[src/rtl/rsf_regs.svh]
// register offsets, field positions, reset values and timing for rail switch fault control
`ifndef RSF_REGS_SVH
`define RSF_REGS_SVH

// avalon word byte offsets
`define RSF_OFS_BOOST_CTRL   8'h00
`define RSF_OFS_BOOST_FLT    8'h04
`define RSF_OFS_SW_CTRL      8'h08
`define RSF_OFS_SW_DELAY     8'h0c
`define RSF_OFS_SW_SLEEP     8'h10
`define RSF_OFS_LIMIT_CFG    8'h14
`define RSF_OFS_SW_STATUS    8'h18
`define RSF_OFS_EVENT        8'h1c
`define RSF_OFS_CHG_CFG      8'h20

// boost control / fault fields
`define RSF_BST_ON_BIT       0
`define RSF_BST_UNMASK_BIT   1
`define RSF_BST_UV_BIT       0
`define RSF_BST_OV_BIT       1

// switch control: [3:0] on bits, [4] third regulator in load-switch mode
`define RSF_SW_LDO_LS_BIT    4
// limit config fields
`define RSF_LIM_SW4_THIRD_LINEAR_REGULATOR_BIT 0
`define RSF_LIM_SW56_BIT     1
// event fields: [2:0] switch limit hits, [7:3] charger changes
`define RSF_EV_LIM_LSB       0
`define RSF_EV_CHG_LSB       3
// charger config fields
`define RSF_CHG_EN_BIT       0
`define RSF_CHG_MODE_BIT     1
`define RSF_CHG_CURRENT_LIMIT_EVENT_LSB     2
`define RSF_CHG_VTH_LSB      4

// reset values
`define RSF_RST_BOOST_CTRL   2'h0
`define RSF_RST_SW_CTRL      5'h00
`define RSF_RST_SW_DELAY     32'h0000_0000
`define RSF_RST_SW_SLEEP     8'h00
`define RSF_RST_LIMIT_CFG    2'h3
`define RSF_RST_CHG_CFG      6'h01

// timing, clock 100 MHz
`define RSF_CLK_MHZ          100
`define RSF_RETRY_MS         14
`define RSF_RETRY_CYC        (`RSF_RETRY_MS * 1000 * `RSF_CLK_MHZ)
`define RSF_DEGLITCH_US      10
`define RSF_DEGLITCH_CYC     (`RSF_DEGLITCH_US * `RSF_CLK_MHZ)
`define RSF_DLY_STEP_MS      1
`define RSF_DLY_STEP_CYC     (`RSF_DLY_STEP_MS * 1000 * `RSF_CLK_MHZ)

`endif

[src/rtl/rsf_pkg.sv]
// types shared by rail switch fault control
package rsf_pkg;
	// per-channel load switch sequencer states
	typedef enum logic [2:0] {
		SW_OFF,
		SW_ON_DLY,
		SW_ON,
		SW_GLITCH,
		SW_RETRY,
		SW_OFF_DLY
	} rsf_sw_state_t;

	// power states driven by the sequencer
	typedef enum logic [1:0] {
		PWR_ACTIVE,
		PWR_SLEEP,
		PWR_DEEP_SLEEP
	} rsf_pwr_state_t;

	// boost window comparators
	typedef struct packed {
		logic ov;
		logic uv;
	} rsf_boost_sense_t;

	// charger status levels; any change is an event
	typedef struct packed {
		logic [1:0] temp_zone;
		logic       bat_low;
		logic       bat_present;
		logic       src_present;
		logic [1:0] phase;
	} rsf_chg_status_t;

	// charger selections carried out to the analogue path
	typedef struct packed {
		logic       charge_enable;
		logic       supplement_mode;
		logic       input_voltage_regulation_mode;
		logic [1:0] input_current_limit_select;
		logic [1:0] input_voltage_threshold_select;
	} rsf_chg_ctrl_t;
endpackage

[src/rtl/rsf_top.sv]
// rail switch fault control: boost faults, load switch sequencing and retry, charger selections
`timescale 1ns/10ps
`default_nettype none
`include "rsf_regs.svh"

module rsf_top #(
	// retry wait and delay step in clock cycles; a bench may shrink both
	parameter int RETRY_CYC    = `RSF_RETRY_CYC,
	parameter int DLY_STEP_CYC = `RSF_DLY_STEP_CYC
) (
	input  wire logic                      clk,
	input  wire logic                      nrst,
	input  wire logic [7:0]                avs_address,
	input  wire logic                      avs_read,
	input  wire logic                      avs_write,
	input  wire logic [31:0]               avs_writedata,
	output var  logic [31:0]               avs_readdata,
	output var  logic                      avs_waitrequest,
	input  wire rsf_pkg::rsf_pwr_state_t   pwr_state,
	input  wire rsf_pkg::rsf_boost_sense_t boost_sense,
	input  wire logic [3:0]                sw_limit_hit,
	input  wire rsf_pkg::rsf_chg_status_t  chg_status,
	input  wire logic                      sys_over_input_limit,
	output var  logic                      boost_on,
	output var  logic [3:0]                sw_enable,
	output var  logic [3:0]                sw_discharge,
	output var  rsf_pkg::rsf_chg_ctrl_t    chg_ctrl,
	output var  logic                      host_interrupt_low
);
	import rsf_pkg::*;

	// four channels; 24 counter bits cover the full 14 ms wait at 100 MHz
	localparam int NSW = 4;
	localparam int CW  = 24;

	// pin synchronisers: first stage feeds only the second
	// levels only: a pulse shorter than one clock may be missed
	logic [13:0] sync1_reg;
	logic [13:0] sync2_reg;
	always_ff @(posedge clk or negedge nrst) begin
		if (!nrst) begin
			sync1_reg <= 14'h0000;
			sync2_reg <= 14'h0000;
		end else begin
			sync1_reg <= {sys_over_input_limit, chg_status, sw_limit_hit, boost_sense};
			sync2_reg <= sync1_reg;
		end
	end

	// synchronised views; no logic reads these four pin groups raw (pwr_state and the bus are read directly)
	rsf_boost_sense_t bst_s;
	logic [3:0]       lim_s;
	rsf_chg_status_t  chg_s;
	logic             over_s;
	assign bst_s  = sync2_reg[1:0];
	assign lim_s  = sync2_reg[5:2];
	assign chg_s  = sync2_reg[12:6];
	assign over_s = sync2_reg[13];

	// register file state
	// software-visible registers and their next values
	logic [1:0]      bst_ctrl_reg, bst_ctrl_next;
	logic [1:0]      bst_flt_reg, bst_flt_next;
	logic [4:0]      sw_ctrl_reg, sw_ctrl_next;
	logic [31:0]     sw_dly_reg, sw_dly_next;
	logic [7:0]      sw_sleep_reg, sw_sleep_next;
	logic [1:0]      lim_cfg_reg, lim_cfg_next;
	logic [7:0]      event_reg, event_next;
	logic [5:0]      chg_cfg_reg, chg_cfg_next;
	rsf_chg_status_t chg_prev_reg;
	logic [31:0]     rdata_reg, rdata_next;
	logic            wait_reg, wait_next;
	logic            irq_low_reg, irq_low_next;
	rsf_chg_ctrl_t   chg_ctrl_reg, chg_ctrl_next;
	logic [2:0]      lim_irq_pulse;
	logic [NSW-1:0]  sw_en_q;
	logic [NSW-1:0]  sw_dis_q;

	// bus decode
	logic       acc;
	logic       wr_acc;
	logic       rd_acc;
	logic [1:0] flt_set;
	// one access taken per request, answered the next cycle
	// waitrequest high marks the only cycle in which a request is taken
	assign acc    = (avs_read | avs_write) & wait_reg;
	assign wr_acc = acc & avs_write;
	assign rd_acc = acc & avs_read;
	assign flt_set = {bst_s.ov, bst_s.uv};

	// register next values, read data and side effects
	always_comb begin
		bst_ctrl_next = bst_ctrl_reg;
		sw_ctrl_next  = sw_ctrl_reg;
		sw_dly_next   = sw_dly_reg;
		sw_sleep_next = sw_sleep_reg;
		lim_cfg_next  = lim_cfg_reg;
		chg_cfg_next  = chg_cfg_reg;
		rdata_next    = rdata_reg;
		wait_next     = ~acc;
		// writes to read-only or unmapped offsets are dropped
		if (wr_acc) begin
			unique case (avs_address)
				`RSF_OFS_BOOST_CTRL: bst_ctrl_next = avs_writedata[1:0];
				`RSF_OFS_SW_CTRL:    sw_ctrl_next  = avs_writedata[4:0];
				`RSF_OFS_SW_DELAY:   sw_dly_next   = avs_writedata;
				`RSF_OFS_SW_SLEEP:   sw_sleep_next = avs_writedata[7:0];
				`RSF_OFS_LIMIT_CFG:  lim_cfg_next  = avs_writedata[1:0];
				`RSF_OFS_CHG_CFG:    chg_cfg_next  = avs_writedata[5:0];
				default:             ;
			endcase
		end
		// read data held until the next read; unmapped reads give zero
		if (rd_acc) begin
			unique case (avs_address)
				`RSF_OFS_BOOST_CTRL: rdata_next = {30'h0, bst_ctrl_reg};
				`RSF_OFS_BOOST_FLT:  rdata_next = {30'h0, bst_flt_reg};
				`RSF_OFS_SW_CTRL:    rdata_next = {27'h0, sw_ctrl_reg};
				`RSF_OFS_SW_DELAY:   rdata_next = sw_dly_reg;
				`RSF_OFS_SW_SLEEP:   rdata_next = {24'h0, sw_sleep_reg};
				`RSF_OFS_LIMIT_CFG:  rdata_next = {30'h0, lim_cfg_reg};
				`RSF_OFS_SW_STATUS:  rdata_next = {23'h0, chg_ctrl_reg.supplement_mode,
					sw_dis_q, sw_en_q};
				`RSF_OFS_EVENT:      rdata_next = {24'h0, event_reg};
				`RSF_OFS_CHG_CFG:    rdata_next = {26'h0, chg_cfg_reg};
				default:             rdata_next = 32'h0000_0000;
			endcase
		end
	end

	// boost fault flags and interrupt hold
	always_comb begin
		bst_flt_next = bst_flt_reg;
		// masked: live status, nothing latched, no interrupt
		if (!bst_ctrl_reg[`RSF_BST_UNMASK_BIT]) begin
			bst_flt_next = flt_set;
		end else begin
			// read clears only a flag whose condition is gone; a live fault keeps it
			if (rd_acc && avs_address == `RSF_OFS_BOOST_FLT)
				bst_flt_next = bst_flt_reg & flt_set;
			bst_flt_next = bst_flt_next | flt_set;
		end
	end

	// charger change events and switch limit hits, sticky, write one to clear
	// one change bit per group of charger status
	logic [4:0] chg_change;
	always_comb begin
		chg_change[0] = chg_s.temp_zone != chg_prev_reg.temp_zone;
		chg_change[1] = chg_s.bat_low != chg_prev_reg.bat_low;
		chg_change[2] = chg_s.bat_present != chg_prev_reg.bat_present;
		chg_change[3] = chg_s.src_present != chg_prev_reg.src_present;
		chg_change[4] = chg_s.phase != chg_prev_reg.phase;
		event_next = event_reg;
		if (wr_acc && avs_address == `RSF_OFS_EVENT)
			event_next = event_reg & ~avs_writedata[7:0];
		// set wins over a clear in the same cycle
		// so an event that fires during the clear write is never lost
		event_next = event_next | {chg_change, lim_irq_pulse};
	end

	// interrupt pin and charger path outputs
	always_comb begin
		// boost part lapses once the regulator is off or the flags are cleared
		// events keep the pin low until software clears them
		irq_low_next = ~((bst_ctrl_reg[`RSF_BST_ON_BIT] & bst_ctrl_reg[`RSF_BST_UNMASK_BIT]
			& (|bst_flt_reg)) | (|event_reg));
		// supplement overrides the charge enable while the battery feeds the system
		chg_ctrl_next.supplement_mode = over_s;
		chg_ctrl_next.charge_enable   = chg_cfg_reg[`RSF_CHG_EN_BIT] & ~over_s;
		// selections pass straight through; codes ascend with the option lists
		chg_ctrl_next.input_voltage_regulation_mode = chg_cfg_reg[`RSF_CHG_MODE_BIT];
		chg_ctrl_next.input_current_limit_select =
			chg_cfg_reg[`RSF_CHG_CURRENT_LIMIT_EVENT_LSB+:2];
		chg_ctrl_next.input_voltage_threshold_select =
			chg_cfg_reg[`RSF_CHG_VTH_LSB+:2];
	end

	// register file flops; chg_prev keeps the last status so each change counts once
	always_ff @(posedge clk or negedge nrst) begin
		if (!nrst) begin
			bst_ctrl_reg <= `RSF_RST_BOOST_CTRL;
			bst_flt_reg  <= 2'h0;
			sw_ctrl_reg  <= `RSF_RST_SW_CTRL;
			sw_dly_reg   <= `RSF_RST_SW_DELAY;
			sw_sleep_reg <= `RSF_RST_SW_SLEEP;
			lim_cfg_reg  <= `RSF_RST_LIMIT_CFG;
			event_reg    <= 8'h00;
			chg_cfg_reg  <= `RSF_RST_CHG_CFG;
			chg_prev_reg <= 7'h00;
			rdata_reg    <= 32'h0000_0000;
			wait_reg     <= 1'b1;
			irq_low_reg  <= 1'b1;
			chg_ctrl_reg <= 7'h00;
		end else begin
			bst_ctrl_reg <= bst_ctrl_next;
			bst_flt_reg  <= bst_flt_next;
			sw_ctrl_reg  <= sw_ctrl_next;
			sw_dly_reg   <= sw_dly_next;
			sw_sleep_reg <= sw_sleep_next;
			lim_cfg_reg  <= lim_cfg_next;
			event_reg    <= event_next;
			chg_cfg_reg  <= chg_cfg_next;
			chg_prev_reg <= chg_s;
			rdata_reg    <= rdata_next;
			wait_reg     <= wait_next;
			irq_low_reg  <= irq_low_next;
			chg_ctrl_reg <= chg_ctrl_next;
		end
	end

	// ports come straight from flops
	assign avs_readdata       = rdata_reg;
	assign avs_waitrequest    = wait_reg;
	assign host_interrupt_low = irq_low_reg;
	assign boost_on           = bst_ctrl_reg[`RSF_BST_ON_BIT];
	assign chg_ctrl           = chg_ctrl_reg;
	assign sw_enable          = sw_en_q;
	assign sw_discharge       = sw_dis_q;

	// channels 0..2 are switches four to six, channel 3 the third regulator as a switch
	logic [NSW-1:0] lim_det_en;
	logic [NSW-1:0] want_on;
	logic [NSW-1:0] lim_enter;
	// regulator channel checks its limit only in load-switch mode
	assign lim_det_en = {lim_cfg_reg[`RSF_LIM_SW4_THIRD_LINEAR_REGULATOR_BIT] & sw_ctrl_reg[`RSF_SW_LDO_LS_BIT],
		{2{lim_cfg_reg[`RSF_LIM_SW56_BIT]}}, lim_cfg_reg[`RSF_LIM_SW4_THIRD_LINEAR_REGULATOR_BIT]};
	// regulator channel retries silently, stand-alone switches report
	assign lim_irq_pulse = lim_enter[2:0];

	// one sequencer per channel, each with its own counter
	genvar g;
	generate
		for (g = 0; g < NSW; g++) begin : g_sw
			rsf_sw_state_t st_reg, st_next;
			logic [CW-1:0] cnt_reg, cnt_next;
			logic          en_reg, en_next;
			logic          dis_reg, dis_next;
			logic [CW-1:0] on_dly, off_dly;

			// delay fields are four-bit step counts
			// a zero field changes state on the next clock
			assign on_dly  = CW'({20'h0, sw_dly_reg[4*g+:4]} * DLY_STEP_CYC);
			assign off_dly = CW'({20'h0, sw_dly_reg[16+4*g+:4]} * DLY_STEP_CYC);

			// target state depends on power state
			// sleep uses bits [3:0], deep sleep bits [7:4]
			always_comb begin
				unique case (pwr_state)
					PWR_SLEEP:      want_on[g] = sw_sleep_reg[g];
					PWR_DEEP_SLEEP: want_on[g] = sw_sleep_reg[4+g];
					default:        want_on[g] = sw_ctrl_reg[g];
				endcase
			end

			// sequencer; one counter per channel times delays, deglitch and retry
			// the counter runs by default; each change of state clears it
			always_comb begin
				st_next      = st_reg;
				cnt_next     = cnt_reg + CW'(1);
				lim_enter[g] = 1'b0;
				unique case (st_reg)
					SW_OFF: begin
						// discharging; waits for an on request
						cnt_next = '0;
						if (want_on[g])
							st_next = SW_ON_DLY;
					end
					SW_ON_DLY: begin
						// a cancelled turn-on goes straight back to off
						if (!want_on[g]) begin
							st_next  = SW_OFF;
							cnt_next = '0;
						end else if (cnt_reg >= on_dly) begin
							st_next  = SW_ON;
							cnt_next = '0;
						end
					end
					SW_ON: begin
						// conducting; the limit counts only with detection on
						cnt_next = '0;
						if (!want_on[g])
							st_next = SW_OFF_DLY;
						else if (lim_s[g] && lim_det_en[g])
							st_next = SW_GLITCH;
					end
					SW_GLITCH: begin
						// a short spike is ignored; only a held limit trips
						if (!want_on[g]) begin
							st_next  = SW_OFF_DLY;
							cnt_next = '0;
						end else if (!lim_s[g] || !lim_det_en[g]) begin
							st_next  = SW_ON;
							cnt_next = '0;
						end else if (cnt_reg >= CW'(`RSF_DEGLITCH_CYC - 1)) begin
							st_next      = SW_RETRY;
							cnt_next     = '0;
							lim_enter[g] = 1'b1;
						end
					end
					SW_RETRY: begin
						// hiccup wait: off and discharging, then a soft start
						if (!want_on[g]) begin
							st_next  = SW_OFF;
							cnt_next = '0;
						end else if (cnt_reg >= CW'(RETRY_CYC - 1)) begin
							st_next  = SW_ON;
							cnt_next = '0;
						end
					end
					SW_OFF_DLY: begin
						// still on through the turn-off delay; an on request cancels it
						if (want_on[g]) begin
							st_next  = SW_ON;
							cnt_next = '0;
						end else if (cnt_reg >= off_dly) begin
							st_next  = SW_OFF;
							cnt_next = '0;
						end
					end
					default: begin
						// unused state codes fall back to off
						st_next  = SW_OFF;
						cnt_next = '0;
					end
				endcase
				// enable registered from the next state; discharge is its exact inverse
				en_next  = (st_next == SW_ON) || (st_next == SW_GLITCH) || (st_next == SW_OFF_DLY);
				dis_next = ~en_next;
			end

			// channel flops; reset leaves every switch off and discharging
			always_ff @(posedge clk or negedge nrst) begin
				if (!nrst) begin
					st_reg  <= SW_OFF;
					cnt_reg <= '0;
					en_reg  <= 1'b0;
					dis_reg <= 1'b1;
				end else begin
					st_reg  <= st_next;
					cnt_reg <= cnt_next;
					en_reg  <= en_next;
					dis_reg <= dis_next;
				end
			end

			assign sw_en_q[g]  = en_reg;
			assign sw_dis_q[g] = dis_reg;
		end
	endgenerate
endmodule
`default_nettype wire

[config.mk]
export PLATFORM = sky130hd
export DESIGN_NAME = rsf_top
export DESIGN_NICKNAME = d
export VERILOG_FILES = /design/src/rtl/rsf_pkg.sv /design/src/rtl/rsf_top.sv
export VERILOG_INCLUDE_DIRS = /design/src /design/src/rtl
export SDC_FILE = /design/constraint.sdc
export NUM_CORES = 1
export LEC_CHECK = 0
export BUFFER_PORTS_ARGS = -buffer_cell sky130_fd_sc_hd__buf_2
export CAP_MARGIN = 10
export CORE_MARGIN = 5
export CORE_UTILIZATION = 39
export CTS_BUF_LIST = sky130_fd_sc_hd__clkbuf_4 sky130_fd_sc_hd__clkbuf_8
export CTS_CLUSTER_DIAMETER = 100
export DETAILED_ROUTE_END_ITERATION = 8
export GPL_TIMING_DRIVEN = 0
export SKIP_CTS_REPAIR_TIMING = 1
export SLEW_MARGIN = 40
export SYNTH_ARGS = -nofsm -noshare
export SYNTH_HDL_FRONTEND = slang
export SYNTH_SLANG_ARGS = --single-unit
[constraint.sdc]
create_clock -name clk -period 6.4 [get_ports clk]
set_input_delay 0.64 -clock clk [delete_from_list [all_inputs] [get_ports clk]]
set_output_delay 0.64 -clock clk [all_outputs]
set_load 0.01 [all_outputs]
==> metrics.md, run 1 <==
| Metric | Value |
|---|---|
| Status | `finished, final reports clean` |
| DP HPWL | `roughly 36 mm` |
| Critical Path Fanout Max | `10` |
| Max cap viols | `0` |
| Core Util, Final | `between 40 and 50%` |
| CORE AREA | `~0.046 sq mm` |
| Worst Path Arrival | `between 5 and 6 ns` |
| Worst setup path class | `reg -> reg` |
| Initial Utilization | `between 30% and 40%` |
| Post-Syn Area per Cell | `9.751 sq um` |
| Worst reg2reg endpoint | `g_sw[2].cnt_reg[16]` |
| Tmin final | `~5.4 ns` |
| Iter 0 DRT Violations | `approximately 900` |
| Die Height | `roughly 230 um` |
| YS warnings | `0` |
| Vias in the first global route | `14,490` |
| Final GP Congestion | `~0.9` |
| Root buf cell | `clkbuf_8` |
| Flop pwr share | `approximately 44%` |
| Aggregate global-route resource usage | `between 10% and 20%` |
| Synth Cell Area | `~0.018 sq mm` |
| Most common flop cell mapped by yosys | `dfrtp_1` |
| Die Wd | `225.5 um` |
| GR Overflow Total | `0` |
| Hold Crit Depth | `1` |
| Pwr dens | `~190 mW/mm^2` |
| # rows | `about 80` |
| # port buffers | `roughly 110` |
| Final Hold Fails | `0` |
| CP startpoint kind | `register` |
| Antenna-violating nets left | `0` |
| # IOs | `110` |
| Unrepaired setup endpoints after global routing | `false` |
| Normalized max-slew margin | `approximately 41%` |
| 1st-pass router iterations | `8` |
| Reg2reg setup slack | `~1 ns` |
| Worst vdd ir | `approximately 140 uV` |
| Nets@finish | `roughly 2,400` |
| Post-synth EDFFs | `0` |
| Setup violators final | `0` |
| Yosys reg bits | `around 260` |
| P_int | `~2.8 mW` |
| Antenna violations before repair | `6` |
| Async S/R FF share, synth | `between 90% and 100%` |
| Register area share after synthesis | `a little over a third` |
| RR Startpoint | `sw_dly_reg[25]` |
| Clk network pwr share | `roughly 46%` |
| Hold/Removal Path Class | `in -> reg` |
| FF-to-FF path depth | `21` |
| CTS tree | `done` |
| Syn Inst Count | `roughly 1,900` |
| Final slew viol count | `0` |
| Final wirelength | `roughly 47 mm` |
| Largest net degree at the start of global routing | `between 70 and 80` |
| DR vias/cell | `about 5.4` |
| Routed len/inst | `about 18 um` |
| CTS max path bufs | `3` |
| Tcrit/Tclk final | `a little over four fifths` |
| Fmax | `~190 MHz` |
| Min-Delay Startpoint | `sw_limit_hit[2]` |
| Placed insts | `2,584` |
| Worst Path Required | `6.89 ns` |
| Clock sinks | `~260` |
| Largest register FFs | `96` |
| Leakage | `approximately 10 nW` |
| H-tree lvl count | `2` |
| Fin Clk Skew | `roughly 0.026 ns` |
| Worst Setup End Kind | `register` |
| Syn-to-layout area delta | `14.05%` |
| Share of layout cells above drive strength 1 | `between 10% and 20%` |
| Die area | `just over 0.05 sq mm` |
| Synth cell types | `78` |
| Switch Pwr | `around 1.0 mW` |
| Clock transition at path regs | `approximately 0.060 ns` |
| Worst-Skew Late Latency | `0.64 ns` |
| Comb pwr share | `9.7%` |
| DRC violations left | `0` |
| Endpoint, Worst Hold | `sync1_reg[4]` |
| Switching share of power | `26.41%` |
| Slew @ Worst Pin | `around 0.89 ns` |
| Number of buffers created by CTS | `48` |
| Final Non-Filler Cells | `roughly 2,700` |
| Global-route wire length before repair | `76.55 mm` |
| Via count | `~14,000` |
## stage by stage
stage | setup slack [ns] | total power, mW | setup TNS, ns | hold slack [ns] | area (sq um)
finish | 1.021 | 3.860 | 0 | 0.1083 | 20650
global placement | -0.06352 | 2.093 | -6.917 | 0.3346 | 19430
floorplan | 2.103 | 1.953 | 0 | 0.3312 | 18130
detailed placement | 1.094 | 2.110 | 0 | 0.3355 | 19550
global route | 0.4737 | 4.045 | 0 | 0.05795 | 20640
CTS | 1.046 | 3.918 | 0 | -0.08085 | 20620
## layout make-up
cell class | instances | area (sq um)
fillers | 4450 | 25610
clock buffers | 73 | 942.2
repair buffers | 114 | 653.1
diodes | 3 | 7.507
inverters | 102 | 382.9
clock inverters | 14 | 135.1
well taps | 607 | 759.5
multi-input cells | 1459 | 11090
flip-flops and latches | 257 | 6442
plain buffers | 46 | 235.2
## cell usage after synthesis, drive strengths merged (10+ instances only)
library cell  count  share of area, %
nand4            31               1.1
a222oi           12              0.66
dfrtp           248                34
and2             13              0.45
and3             36               1.2
o21ai            79               2.2
xnor2            71               3.4
buf              23              0.80
nand2           165               3.4
xor2            101               4.9
nor2b            24              0.83
nor3             41               1.3
nand3            51               1.4
nand2b           12              0.41
nor4             15              0.52
a2111oi          11              0.64
mux2             55               3.4
and4             13              0.63
a21o             43               1.8
o21bai           21              0.87
a31oi            20              0.69
a21oi            81               2.2
ha              280                19
inv             102               2.1
nor2            148               3.3
a211oi           10              0.41
clkbuf           23              0.48
or3              12              0.47
## placed cells by master, fill, tap and decap left out, types with 12 or more instances in the layout
| cell type | netlist | final |
|---|---|---|
| nor2b_1 | 24 | 24 |
| a222oi_1 | 12 | 12 |
| clkbuf_1 | 23 | 22 |
| mux2_2 | 55 | 55 |
| and3_1 | 36 | 36 |
| clkbuf_8 | 0 | 63 |
| nor2_1 | 129 | 129 |
| a21o_1 | 43 | 43 |
| nand2_1 | 165 | 165 |
| o21ai_0 | 77 | 77 |
| o21bai_1 | 21 | 21 |
| nor4_1 | 15 | 14 |
| nand3_1 | 51 | 51 |
| xnor2_1 | 71 | 71 |
| and2_1 | 13 | 13 |
| dfrtp_1 | 248 | 248 |
| a21oi_1 | 81 | 81 |
| nor3_1 | 37 | 35 |
| and4_1 | 13 | 13 |
| a31oi_1 | 20 | 20 |
| nand4_1 | 31 | 31 |
| nand2b_1 | 12 | 12 |
| xor2_1 | 101 | 101 |
| buf_2 | 5 | 116 |
| nor2_2 | 19 | 19 |
| ha_1 | 280 | 280 |
| inv_1 | 102 | 102 |
## worst max-delay path by stage
stage | start | end | slack [ns]
after floorplan | sw_dly_reg[27] | g_sw[2].cnt_reg[12] | 2.10
after global placement | nrst | g_sw[0].cnt_reg[8] | -0.06
after detailed placement | sw_dly_reg[27] | g_sw[2].cnt_reg[16] | 1.09
after CTS | sw_dly_reg[27] | g_sw[2].cnt_reg[21] | 1.05
after global routing | sw_dly_reg[25] | g_sw[2].cnt_reg[19] | 0.47
final | sw_dly_reg[25] | g_sw[2].cnt_reg[16] | 1.02
## per-layer routing
layer / vias to the layer above / part of all wire (%) / track usage (%)
li1: 7025 / - / -
met1: 6911 / 46 / 24.81
met2: 344 / 46 / 30.10
met3: 85 / 6.3 / 4.559
met4: 4 / 2.3 / 5.154
met5: - / 0.072 / 0
## critical path, stage by stage, from the launching register on
cell and delay (ns):
dfrtp_1 0.46, ha_1 0.24, xor2_1 0.16, ha_1 0.19, a21o_1 0.15, ha_1 0.33, a21o_1 0.13, a21oi_1 0.09
o21bai_1 0.14, a21oi_1 0.11, o41ai_1 0.50, a31oi_1 0.17, xor2_1 0.17, ha_1 0.35, a21oi_1 0.06, a2111oi_0 0.43
o21ai_0 0.18, a21oi_1 0.26, o21ai_1 0.14, a21oi_1 0.33, clkbuf_1 0.53, nor2_1 0.11
## power by group through the flow
| stage | Combinational (mW) | Clock, mW | Sequential, mW |
|---|---|---|---|
| after floorplan | 0.234 | 0 | 1.72 |
| final | 0.375 | 1.78 | 1.71 |
| after global routing | 0.427 | 1.91 | 1.71 |
| after global placement | 0.360 | 0 | 1.73 |
| after detailed placement | 0.376 | 0 | 1.73 |
| after CTS | 0.380 | 1.83 | 1.71 |
## cell families after synthesis
family | after synthesis | share of synthesized area [%]
simple gates | 583 | 16.03
xor+xnor | 172 | 8.320
other cells | 1 | 0.02071
compound gates | 356 | 13.34
flops | 257 | 35.58
buf+inv | 148 | 3.393
mux | 55 | 3.420
fa+ha+maj | 285 | 19.90
Power figures use the tool's default switching activity.
==> run 2, diff against run 1 <==
==> constraint.sdc (replaced) <==
create_clock -name clk -period 4.33 [get_ports clk]
set_input_delay 0.433 -clock clk [delete_from_list [all_inputs] [get_ports clk]]
set_output_delay 0.433 -clock clk [all_outputs]
set_load 0.01 [all_outputs]
==> run 2 against run 1 <==
Net effect:
- fmax up 26%
- flip-flop and latch count unchanged
- first-iteration DRC count up 2.1%
- non-clock buffer count up 60
- cell count up 2.2%
- count of clock-buffer cells in the layout unchanged
- core utilization up 2.7 points
==> metrics.md, run 2 (synthesis gave the netlist of run 1 again) <==
| Metric | Value |
|---|---|
| Status | `finished, final reports clean` |
| Tcrit/Tclk final | `98.98% (+15 points)` |
| Leakage | `10.38 nW (+4.3%)` |
| Comb pwr share | `11.3% (+1.6 points)` |
| Critical-path cell list | `ha_4 -> xor2_1 -> ha_2 -> a21o_1 -> ha_4 -> a21o_1 -> a21oi_2 -> o21bai_1 -> a21oi_2 -> o41ai_4 -> a31oi_1 -> xor2_1 -> ha_1 -> a21oi_2 -> a2111oi_4 -> o21ai_1 -> a21oi_2 -> o21ai_2 -> a21oi_4 -> buf_4 -> nor2_1` |
| Worst setup path class | `reg -> reg` |
| Most frequent cells in the layout | `ha_1 (263), dfrtp_1 (224), nand2_1 (164)` |
| Largest register FFs | `96 (unchanged)` |
| Final Non-Filler Cells | `2,735 (+2.2%)` |
| Worst setup margin | `0.04405 ns (-0.9766 ns)` |
| DRC violations left | `0 (unchanged)` |
| H-tree lvl count | `2 (unchanged)` |
| Slew @ Worst Pin | `0.8662 ns (-0.02284 ns)` |
| Die Height | `225.5 um (unchanged)` |
| Met2 Use GR | `30.10% (unchanged)` |
| CP startpoint kind | `register` |
| Final slew viol count | `0 (unchanged)` |
| Initial Utilization | `39.14% (unchanged)` |
| Switching share of power | `26.76% (+0.35 points)` |
| Tmin final | `4.286 ns (-1.093 ns)` |
| Clock transition at path regs | `0.06 ns (about the same)` |
| Die Wd | `225.5 um (unchanged)` |
| Final GP Congestion | `0.9008 (unchanged)` |
| Pre-CTS setup slack | `-0.9761 ns (-2.070 ns)` |
| Syn-to-layout area delta | `20.96%` |
| CORE AREA | `0.04626 sq mm (unchanged)` |
| Worst Setup End Kind | `register` |
| Switch Pwr | `1.556 mW (+53%)` |
| DP HPWL | `35.67 mm (unchanged)` |
| Hold/Removal Path Class | `in -> reg` |
| Final Hold Fails | `0 (unchanged)` |
| Pwr dens | `265.4 mW/mm^2 (+42%)` |
| Largest net degree at the start of global routing | `75 (unchanged)` |
| Nets@finish | `2,433 (+2.5%)` |
| Flop pwr share | `43.4% (-0.8 points)` |
| CTS tree | `done` |
| Crit path max-delay family | `compound AO/OA/AOI/OAI gates` |
| Iter 0 DRT Violations | `936 (+2.1%)` |
| GR Overflow Total | `0 (unchanged)` |
| # rows | `79 (unchanged)` |
| Worst Path Required | `4.86 ns (-2.03 ns)` |
| Slowest stage delay, CP | `0.47 ns (-0.06 ns)` |
| Root buf cell | `clkbuf_8` |
| Vias in the first global route | `14,490 (unchanged)` |
| Final hold slack | `0.03091 ns (-0.07735 ns)` |
| Number of buffers created by CTS | `48 (unchanged)` |
| Setup violators final | `0 (unchanged)` |
| Total power | `5.814 mW (+51%)` |
| # IOs | `110 (unchanged)` |
| Placed insts | `2,584 (unchanged)` |
| Fmax | `233.3 MHz (+26%)` |
| # port buffers | `108 (unchanged)` |
| Most used routing layer | `met2` |
| Max cap viols | `0 (unchanged)` |
| Aggregate global-route resource usage | `18.54% (unchanged)` |
| Routed len/inst | `17.78 um (+1.2%)` |
| Met1 Usage GRT | `24.81% (unchanged)` |
| Via count | `14,720 (+2.4%)` |
| Met3 usage | `4.559% (unchanged)` |
| Antenna violations before repair | `6 (unchanged)` |
| TNS Setup | `0 ns (unchanged)` |
| Min-Delay Startpoint | `avs_writedata[14]` |
| Clock sinks | `257 (unchanged)` |
| Share of layout cells above drive strength 1 | `22.73% (+6.7 points)` |
| Die area | `0.05084 sq mm (unchanged)` |
| Buf+Inv Stages, Crit Path | `1 (unchanged)` |
| RR Startpoint | `sw_dly_reg[27]` |
| 1st-pass router iterations | `6 (-2)` |
| Global-route wire length before repair | `76.55 mm (unchanged)` |
| Final wirelength | `48.62 mm (+3.4%)` |
| Normalized max-slew margin | `42.25% (+1.5 points)` |
| Antenna-violating nets left | `0 (unchanged)` |
| DR vias/cell | `5.380 (+0.16%)` |
| Unrepaired setup endpoints after global routing | `true` |
| CP most frequent cell | `a21oi_2` |
| Fin Clk Skew | `0.02533 ns (-0.0003571 ns)` |
| Worst Path Arrival | `4.81 ns (-1.06 ns)` |
| Crit-path slowest cell | `dfrtp_2` |
| P_int | `4.258 mW (+50%)` |
| Clk network pwr share | `45.2% (-0.9 points)` |
| Worst-Skew Late Latency | `0.64 ns (about the same)` |
| CTS max path bufs | `3 (unchanged)` |
| Worst vdd ir | `219.2 uV (+52%)` |
| Commonest non-fill, non-tap cell in the layout | `ha_1` |
| CP Launch Point | `sw_dly_reg[27]` |
| Critical Path Fanout Max | `6 (-4)` |
[run 2: changes by cell type in the layout (fill, tap and decap cells not counted), sizes merged]
| cell | previous run | this run |
|---|---|---|
| dlygate4sd3 | 1 | 25 |
| clkbuf | 96 | 94 |
| buf | 136 | 174 |
[run 2: layer usage]
layer  routed length, um  part of all wire (%)
met5                  35                 0.072
met3                2723                   5.6
met4                1250                   2.6
met2               22590                    46
met1               22020                    45
[run 2: power by group through the flow]
stage	clock, mW	combinational, mW	sequential (mW)
after floorplan	0	0.346	2.54
after global placement	0	0.532	2.56
after detailed placement	0	0.556	2.56
after CTS	2.71	0.561	2.52
after global routing	2.82	0.737	2.53
final	2.63	0.659	2.53
[run 2: cell type report]
class                   instances  area [sq um]
clock buffers                  73         942.2
plain buffers                  46         272.8
well taps                     607         759.5
diodes                          3         7.507
repair buffers                174          1182
fillers                      4307         24360
flip-flops and latches        257          6472
inverters                     102         382.9
multi-input cells            1459         11750
clock inverters                14         135.1
[run 2: final timing paths]
check | endpoint | depth (start not counted) | slack, ns
hold reg to reg | sync2_reg[2] | 0 | 0.35
max in group asynchronous | avs_waitrequest | 4 | 2.88
hold / removal | sw_dly_reg[14] | 2 | 0.03
setup reg to reg | g_sw[2].cnt_reg[2] | 21 | 0.04
setup / recovery | g_sw[2].cnt_reg[2] | 21 | 0.04
min in group asynchronous | g_sw[3].cnt_reg[3] | 2 | 0.32
[run 2: through the flow]
stage,area (sq um),util [%]
2_1_floorplan,18130,-
3_3_place_gp,19430,42.01
3_5_place_dp,19550,42.25
4_1_cts,20620,44.58
5_1_grt,21900,47.33
6_report,21900,47.35
